`src/inc/crc_params.svh`:
```
/*
 * Register map, field positions, reset values and polynomial constants of the
 * CRC calculation unit. Assumes byte addressing on a 32-bit register bus.
 */
`ifndef CRC_PARAMS_SVH
`define CRC_PARAMS_SVH

// register byte offsets
`define OFS_CONTROL      8'h00
`define OFS_SEED         8'h04
`define OFS_SUM          8'h08

// control register field positions
`define BIT_SEED_LOAD    7
`define BIT_SEED_SRC     6
`define BIT_INV_RESULT   5
`define BIT_REFL_RESULT  4
`define BIT_INV_INPUT    3
`define BIT_REFL_INPUT   2
`define POLY_HI          1
`define POLY_LO          0

// reset values
`define CONTROL_RESET    7'h00
`define SEED_RESET       32'h0000ffff
`define SUM_RESET        32'h0000ffff

// generator polynomials, implicit top term left out
`define POLY_CRC8        32'h00000007
`define POLY_CCITT       32'h00001021
`define POLY_CRC16       32'h00008005
`define POLY_CRC32       32'h04c11db7

// default starting remainders
`define DEFSEED_CRC8     32'h00000000
`define DEFSEED_CCITT    32'h0000ffff
`define DEFSEED_CRC16    32'h00000000
`define DEFSEED_CRC32    32'hffffffff

// checksum width masks
`define MASK_W8          32'h000000ff
`define MASK_W16         32'h0000ffff
`define MASK_W32         32'hffffffff

`endif

```
`src/inc/crc_pkg.sv`:
```
/*
 * Types shared by the CRC calculation unit and its bench.
 * Assumes a classic Wishbone master with 32-bit data and 8-bit byte address.
 */
package crc_pkg;

  typedef enum logic [1:0] {
    poly_crc8  = 2'b00,
    poly_ccitt = 2'b01,
    poly_crc16 = 2'b10,
    poly_crc32 = 2'b11
  } poly_sel_type;

  typedef struct packed {
    logic         seed_source_select;
    logic         invert_result;
    logic         reflect_result;
    logic         invert_input;
    logic         reflect_input_bytes;
    poly_sel_type polynomial_select;
  } ctrl_type;

  typedef struct packed {
    logic        cyc;
    logic        stb;
    logic        we;
    logic [7:0]  adr;
    logic [31:0] dat;
    logic [3:0]  sel;
  } wb_req_type;

  typedef struct packed {
    logic [31:0] data;
    logic [3:0]  sel;
  } buf_entry_type;

endpackage

```
`src/rtl/crc_calculation_unit.sv`:
```
/*
 * CRC calculation unit: Wishbone classic slave, two-entry data buffer and a
 * byte-per-cycle CRC engine. Assumes one clock, an asynchronous active-low
 * reset and a master that keeps its request until it sees ack.
 */
// Our own choice: the Wishbone interface to the registers.
// Summary of operation
// four polynomials: 8-bit, CCITT, 16-bit and 32-bit Ethernet.
// control bits 1:0 pick 8-bit, CCITT, 16-bit, 32-bit for 00..11.
// default seeds are 0x00, 0xffff, 0x0000 and 0xffffffff.
// control bit 6 picks default seed (0) or the seed register (1).
// writing 1 to control bit 7 loads the selected seed into the remainder.
// control bit 5 complements the checksum seen on read.
// control bit 4 reverses the bit order of the checksum seen on read.
// control bit 3 complements every input byte before calculation.
// control bit 2 reverses bits inside each input byte, keeping byte order.
// 8-, 16-, 32-bit writes take 1, 2 or 4 cycles, one byte each.
// back-to-back data writes are accepted from processor or DMA.
// checksum reads wait until every pending byte is processed.
// offset 0x08 reads the checksum and writes take data; data is write-only.
// after reset control reads zero, seed reads 0x0000ffff; the checksum reads 0x000000ff, as reset control picks the 8-bit width.
// 8- and 16-bit checksums sit in the low bits, upper bits zero.
// multi-byte writes feed bytes from least to most significant.
// result reflect and complement act on read only, over the CRC width.
`timescale 1ns/1ps
`include "crc_params.svh"

module crc_calculation_unit (
  input  wire logic               clock,
  input  wire logic               nrst,
  input  wire crc_pkg::wb_req_type wb_req,
  output logic [31:0]             wb_rdata,
  output logic                    wb_ack
);
  import crc_pkg::*;

  ////////////////////////////////////////////////////////////////////////////
  // helpers over the selected width

  function automatic logic [31:0] width_mask(input poly_sel_type p);
    case (p)
      poly_crc8:  width_mask = `MASK_W8;
      poly_crc32: width_mask = `MASK_W32;
      default:    width_mask = `MASK_W16;
    endcase
  endfunction
  function automatic logic [31:0] poly_value(input poly_sel_type p);
    case (p)
      poly_crc8:  poly_value = `POLY_CRC8;
      poly_ccitt: poly_value = `POLY_CCITT;
      poly_crc16: poly_value = `POLY_CRC16;
      default:    poly_value = `POLY_CRC32;
    endcase
  endfunction
  function automatic logic [31:0] default_seed(input poly_sel_type p);
    case (p)
      poly_crc8:  default_seed = `DEFSEED_CRC8;
      poly_ccitt: default_seed = `DEFSEED_CCITT;
      poly_crc16: default_seed = `DEFSEED_CRC16;
      default:    default_seed = `DEFSEED_CRC32;
    endcase
  endfunction
  // msb-first division of one byte into the remainder
  function automatic logic [31:0] crc_step(input logic [31:0] crc,
                                           input logic [7:0]  d,
                                           input poly_sel_type p);
    logic [31:0] c;
    logic [31:0] m;
    logic [31:0] top;
    logic        fb;
    c   = crc;
    m   = width_mask(p);
    top = (m >> 1) + 32'h00000001;
    for (int i = 7; i >= 0; i--)
    begin
      fb = ((c & top) != 32'h00000000) ^ d[i];
      c  = (c << 1) & m;
      if (fb)
        c = c ^ poly_value(p);
    end
    crc_step = c;
  endfunction
  // bit reversal over the checksum width
  function automatic logic [31:0] reflect_width(input logic [31:0] v,
                                                input poly_sel_type p);
    logic [31:0] r;
    for (int i = 0; i < 32; i++)
      r[i] = v[31-i];
    case (p)
      poly_crc8:  reflect_width = r >> 24;
      poly_crc32: reflect_width = r;
      default:    reflect_width = r >> 16;
    endcase
  endfunction

  ////////////////////////////////////////////////////////////////////////////
  // state

  ctrl_type      ctrl_ff;
  logic [31:0]   seed_ff;
  logic [31:0]   crc_ff;
  logic          ack_ff;
  logic [31:0]   rdata_ff;
  buf_entry_type entry_ff [2];
  logic          wr_ptr_ff;
  logic          rd_ptr_ff;
  logic [1:0]    cnt_ff;
  logic [3:0]    done_ff;
  logic          req;
  logic          take;
  logic          ok;
  logic          hit_ctrl;
  logic          hit_seed;
  logic          hit_sum;
  logic          seed_load;
  logic          push;
  logic          pop;
  logic          in_ready;
  logic          out_valid;
  ctrl_type      nxt_ctrl;
  buf_entry_type head;
  logic [3:0]    rem;
  logic [3:0]    lane_hot;
  logic [1:0]    lane;
  logic [7:0]    raw_byte;
  logic [7:0]    in_byte;
  logic [31:0]   mask;
  logic [31:0]   result_value;
  logic [31:0]   read_value;
  logic [31:0]   seed_pick;

  ////////////////////////////////////////////////////////////////////////////
  // bus decode and wait states

  assign req      = wb_req.cyc && wb_req.stb && !ack_ff;
  assign hit_ctrl = wb_req.adr == `OFS_CONTROL;
  assign hit_seed = wb_req.adr == `OFS_SEED;
  assign hit_sum  = wb_req.adr == `OFS_SUM;
  assign in_ready = cnt_ff != 2'd2;
  assign out_valid = cnt_ff != 2'd0;

  // control writes wait for an idle engine so mode and seed never change mid-word
  always_comb
  begin
    ok = 1'b1;
    if (hit_sum && wb_req.we)
      ok = in_ready;
    else if (hit_sum)
      ok = !out_valid;
    else if (hit_ctrl && wb_req.we)
      ok = !out_valid;
  end

  assign take = req && ok;
  assign push = take && wb_req.we && hit_sum && (wb_req.sel != 4'h0);
  assign seed_load = take && wb_req.we && hit_ctrl && wb_req.dat[`BIT_SEED_LOAD];

  // struct order matches control bits 6:0, polynomial select in 1:0
  assign nxt_ctrl = ctrl_type'(wb_req.dat[`BIT_SEED_SRC:`POLY_LO]);

  always_ff @(posedge clock or negedge nrst)
  begin
    if (!nrst)
      ack_ff <= 1'b0;
    else
      ack_ff <= take;
  end

  ////////////////////////////////////////////////////////////////////////////
  // registers

  always_ff @(posedge clock or negedge nrst)
  begin
    if (!nrst)
      ctrl_ff <= ctrl_type'(`CONTROL_RESET);
    else if (take && wb_req.we && hit_ctrl)
      ctrl_ff <= nxt_ctrl;
  end

  always_ff @(posedge clock or negedge nrst)
  begin
    if (!nrst)
      seed_ff <= `SEED_RESET;
    else if (take && wb_req.we && hit_seed)
      seed_ff <= wb_req.dat;
  end

  assign mask = width_mask(ctrl_ff.polynomial_select);

  // output transforms leave crc_ff untouched so a stream can continue
  always_comb
  begin
    result_value = crc_ff & mask;
    if (ctrl_ff.invert_result)
      result_value = result_value ^ mask;
    if (ctrl_ff.reflect_result)
      result_value = reflect_width(result_value, ctrl_ff.polynomial_select);
  end

  always_comb
  begin
    read_value = 32'h00000000;
    if (hit_ctrl)
      read_value = {25'h0, ctrl_ff};
    else if (hit_seed)
      read_value = seed_ff;
    else if (hit_sum)
      read_value = result_value;
  end

  always_ff @(posedge clock or negedge nrst)
  begin
    if (!nrst)
      rdata_ff <= 32'h00000000;
    else if (take && !wb_req.we)
      rdata_ff <= read_value;
  end

  assign wb_ack   = ack_ff;
  assign wb_rdata = rdata_ff;

  ////////////////////////////////////////////////////////////////////////////
  // two-entry data buffer

  always_ff @(posedge clock or negedge nrst)
  begin
    if (!nrst)
    begin
      wr_ptr_ff <= 1'b0;
      rd_ptr_ff <= 1'b0;
      cnt_ff    <= 2'd0;
    end
    else
    begin
      if (push)
        wr_ptr_ff <= !wr_ptr_ff;
      if (pop)
        rd_ptr_ff <= !rd_ptr_ff;
      cnt_ff <= cnt_ff + {1'b0, push} - {1'b0, pop};
    end
  end

  // data lines hold no control state, so no reset is needed
  always_ff @(posedge clock)
  begin
    if (push)
      entry_ff[wr_ptr_ff] <= '{data: wb_req.dat, sel: wb_req.sel};
  end

  ////////////////////////////////////////////////////////////////////////////
  // byte engine

  assign head = entry_ff[rd_ptr_ff];
  assign rem  = head.sel & ~done_ff;

  // lowest lane first
  always_comb
  begin
    casez (rem)
      4'b???1: lane = 2'd0;
      4'b??10: lane = 2'd1;
      4'b?100: lane = 2'd2;
      4'b1000: lane = 2'd3;
      default: lane = 2'd0;
    endcase
  end

  assign lane_hot = 4'h1 << lane;
  assign pop      = out_valid && ((rem & ~lane_hot) == 4'h0);
  assign raw_byte = head.data[{lane, 3'b000} +: 8];

  always_comb
  begin
    in_byte = raw_byte;
    if (ctrl_ff.invert_input)
      in_byte = ~in_byte;
    if (ctrl_ff.reflect_input_bytes)
      in_byte = {<<{in_byte}};
  end

  always_ff @(posedge clock or negedge nrst)
  begin
    if (!nrst)
      done_ff <= 4'h0;
    else if (pop)
      done_ff <= 4'h0;
    else if (out_valid)
      done_ff <= done_ff | lane_hot;
  end

  assign seed_pick = nxt_ctrl.seed_source_select ?
                     (seed_ff & width_mask(nxt_ctrl.polynomial_select)) :
                     default_seed(nxt_ctrl.polynomial_select);

  always_ff @(posedge clock or negedge nrst)
  begin
    if (!nrst)
      crc_ff <= `SUM_RESET;
    else if (seed_load)
      crc_ff <= seed_pick;
    else if (out_valid)
      crc_ff <= crc_step(crc_ff, in_byte, ctrl_ff.polynomial_select);
  end
endmodule

```
`config.mk`:
```
export PLATFORM = sky130hd
export DESIGN_NAME = crc_calculation_unit
export DESIGN_NICKNAME = d
export VERILOG_FILES = /design/src/inc/crc_pkg.sv /design/src/rtl/crc_calculation_unit.sv
export VERILOG_INCLUDE_DIRS = /design/src /design/src/inc
export SDC_FILE = /design/constraint.sdc
export NUM_CORES = 1
export LEC_CHECK = 0
export ABC_CLOCK_PERIOD_IN_PS = 8400
export BUFFER_PORTS_ARGS = -buffer_cell sky130_fd_sc_hd__clkbuf_2
export CORE_MARGIN = 2
export CORE_UTILIZATION = 40
export DETAILED_ROUTE_END_ITERATION = 10
export GPL_TIMING_DRIVEN = 1
export SYNTH_ARGS = -nofsm -noshare
export SYNTH_HDL_FRONTEND = slang
export SYNTH_SLANG_ARGS = --single-unit
```
`constraint.sdc`:
```
create_clock -name clock -period 8.4 [get_ports clock]
set_input_delay 0 -clock clock [delete_from_list [all_inputs] [get_ports clock]]
set_output_delay 0 -clock clock [all_outputs]
set_load 0.02 [all_outputs]
```
==> run_results.csv <==
group,metric,value,unit
detailed_routing,finalWirelength,51500,µm
die,row_count,66,
detailed_routing,route.antenna.remaining_nets,0,
critical_path,worst_setup_path_start_kind,"register",
critical_path,required_time_at_the_worst_slack_endpoint,8.76,ns
yosys,synth_compound_area_share,23.4,%
yosys,synth_top_family_by_area,"compound AO/OA/AOI/OAI gates",
detailed_routing,first_pass_iters,6,
yosys,ys_warn_count,0,
detailed_routing,route.detailed.wl_per_inst,23.7,µm
timing,unrepaired_setup_endpoints_after_global_routing,"yes",
outcome,violations,"setup timing",
critical_path,cp.arrival,9.23,ns
yosys,synth_seq_area_share,37.5,%
timing,setup_viol,21,
yosys,post_synth_instance_area,13300,µm²
layout,design.final.nets,1774,
clock_tree,numCtsBuffers,17,
clock_tree,cts.sinks,184,
global_route,via_count_of_the_first_global_routing_pass,12563,
yosys,synth_enable_flop_cells,72,
clock_tree,insertion_delay,0.45,ns
place,place.port_buffers,81,
timing,finalClockSkew,0.0107,ns
die,io-pin-count,82,
clock_tree,tritoncts_clock_tree,"done",
detailed_routing,dr.first_iter.drc_count,1368,
timing,setup_tns,-6.25,ns
timing,max_slew_margin,16.1,%
global_route,groute.usage.overall,29.0,%
die,die-height,187,µm
place,detailedPlacementHpwl,36500,µm
yosys,synth_cell_types,100,
timing,final-hold-violation-count,0,
worst_hold_path,timing.hold.worst.class,"in -> async",
layout,most-common-layout-cells,"buf_4, nand2_1, nor2_1, xnor2_1, a21oi_1",
clock_tree,htreeDepth,4,
detailed_routing,detailroute.via_count,13229,
global_route,grt_start_max_net_pins,76,
global_route,initial_antenna_violation_count,1,
critical_path,crit_path_end_kind,"register",
critical_path,critPathMaxFanout,6,
clock_tree,cts_buffer_depth,2,
yosys,synthesis.area_per_instance,9.02,µm²
yosys,yosys-mux-area-fraction,7.61,%
layout,final_common_cell,"buf_4",
critical_path,path_class,"reg -> reg",
timing,report.final.slew_viol_count,0,
yosys,synth_simple_gate_area_share,17.2,%
yosys,synth_top_area_cells,"edfxtp_1, dfrtp_1, xnor2_1",
layout,area_growth_syn_to_layout,30.2,%
timing,finalCriticalPeriod,8.87,ns
die,die_width,187,µm
yosys,ys_async_sr_fraction,60.9,%
critical_path,critical_path.max_stage_delay,0.57,ns
die,die_footprint,34800,µm²
yosys,netlist.area_leader.share,16.2,%
layout,post_route_cells_drive_above_1_share,32.8,%
detailed_routing,routed_via_density,6.09,
yosys,synth_seq_cells,184,
die,initial_utilization,40.8,%
job,drv_cap,0,
yosys,synth_ff_type,"dfrtp_1",
critical_path,crit_slowest_cell,"o41a_1",
yosys,synth_top_area_cell,"edfxtp_1",
detailed_routing,remaining_drc_errors,0,
clock_tree,clk_pin_slew_worst_setup_hold_paths,0.07,ns
timing,max_freq,113,MHz
global_route,grt_first_pass_wirelength,77600,µm
yosys,synth-adder-area-share,0.750,%
place,gp_congestion,0.951,
timing,worst-slew-pin-transition,1.25,ns
timing,setup_slack,-0.472,ns
layout,num-fill-cells,2973,
clock_tree,root_buffer,"clkbuf_16",
yosys,number_of_instances_in_the_synthesized_netlist,1480,
yosys,syn-num-nets,1537,
timing,finalCritPeriodShare,106,%
yosys,post_synth_xor_area_fraction,8.84,%
global_route,grt_overflow_total,0,
die,floorplan.core_area,32700,µm²
outcome,run_status,"finished with violations",
registers in the layout (all words and copies together), names as in the netlist, 2 cells and up:
| signal | cells |
|---|---|
| wb_rdata | 32 |
| crc_ff | 32 |
| entry_ff | 72 |
| ctrl_ff | 7 |
| seed_ff | 32 |
| done_ff | 4 |
| cnt_ff | 2 |
synthesized netlist by cell type (27+ instances only):
library cell and instances:
a21oi_1 94, a22oi_1 27, clkbuf_1 97, dfrtp_1 80, dfstp_2 32, edfxtp_1 72
inv_1 29, mux2_2 40, mux2i_1 30, nand2_1 150, nand3_1 52, nor2_1 132
nor3_1 31, o21ai_0 60, o221ai_1 27, o22ai_1 28, xnor2_1 101
cell type report:
type / count / area (µm²) / area share [%]
tap: 442 / 553 / 3.18
timing repair buffer: 344 / 2620 / 15.1
clock inverter: 13 / 134 / 0.770
multi-input combinational: 1140 / 8510 / 49.0
antenna: 1 / 2.50 / 0.0144
sequential: 184 / 5010 / 28.8
clock buffer: 19 / 443 / 2.55
inverter: 30 / 113 / 0.648
timing repair:
| item | in CTS | in global routing |
|---|---|---|
| setup buffers | 21 | 5 |
| setup endpoints to repair | 21 | 22 |
| hold buffers | 42 | 0 |
| endpoints found under the hold margin | 148 | 0 |
| pin swaps | 34 | 28 |
| gates cloned | 3 | 0 |
| gates resized for setup | 84 | 44 |
kinds of logic after synthesis:
family                   Yosys count
AO/OA/AOI/OAI                    437
XOR/XNOR                         130
adder cells (fa/ha/maj)            8
buffers and inverters            156
flip-flops                       184
multiplexers                      83
AND/OR/NAND/NOR                  482
critical path, delay by kind of cell, from the launching register on:
family,cells,cell delay (ns)
AO/OA/AOI/OAI,14,3.91
XOR/XNOR,1,0.16
buffers and inverters,4,0.56
flip-flops,1,0.47
multiplexers,4,0.99
AND/OR/NAND/NOR,13,2.69
stage by stage:
step | instances | hold slack [ns] | cell area, µm² | setup slack [ns] | utilization [%]
after floorplan | 1480 | -0.296 | 13500 | 0.0215 | -
after global placement | 2070 | 0.00799 | 15400 | -0.426 | 47.2
after detailed placement | 2070 | 0.0109 | 15400 | -0.635 | 47.2
after CTS | 2168 | 0.0804 | 17100 | -0.240 | 52.3
after global routing | 2172 | 0.114 | 17400 | -0.828 | 53.1
final | 2173 | 0.0796 | 17400 | -0.472 | 53.2
path summary, 6_finish.rpt:
check | slack (ns) | to | cells after the start | start
hold reg to reg | 0.48 | ctrl_ff[6]$_DFFE_PN0P_ | 2 | ctrl_ff[6]$_DFFE_PN0P_
hold / removal | 0.08 | crc_ff[16]$_DFFE_PN0P_ | 2 | nrst
setup / recovery | -0.47 | crc_ff[23]$_DFFE_PN0P_ | 36 | rd_ptr_ff$_DFFE_PN0P_
setup reg to reg | -0.47 | crc_ff[23]$_DFFE_PN0P_ | 36 | rd_ptr_ff$_DFFE_PN0P_
min in group clock | 0.14 | ctrl_ff[6]$_DFFE_PN0P_ | 5 | wb_req[44]
max in group asynchronous | 6.87 | ctrl_ff[5]$_DFFE_PN0P_ | 3 | nrst
per-layer routing:
metal / vias up / track usage [%] / part of all wire (%)
met5: - / 0 / 0.017
met4: 2 / 11.1 / 4.1
met3: 121 / 6.70 / 9.2
met2: 682 / 43.0 / 43
met1: 6450 / 41.1 / 43
li1: 5974 / - / -
Power is left out: the tool's default activity adds up to more than one toggle a clock period on the data nets, which glitch-free logic cannot reach.
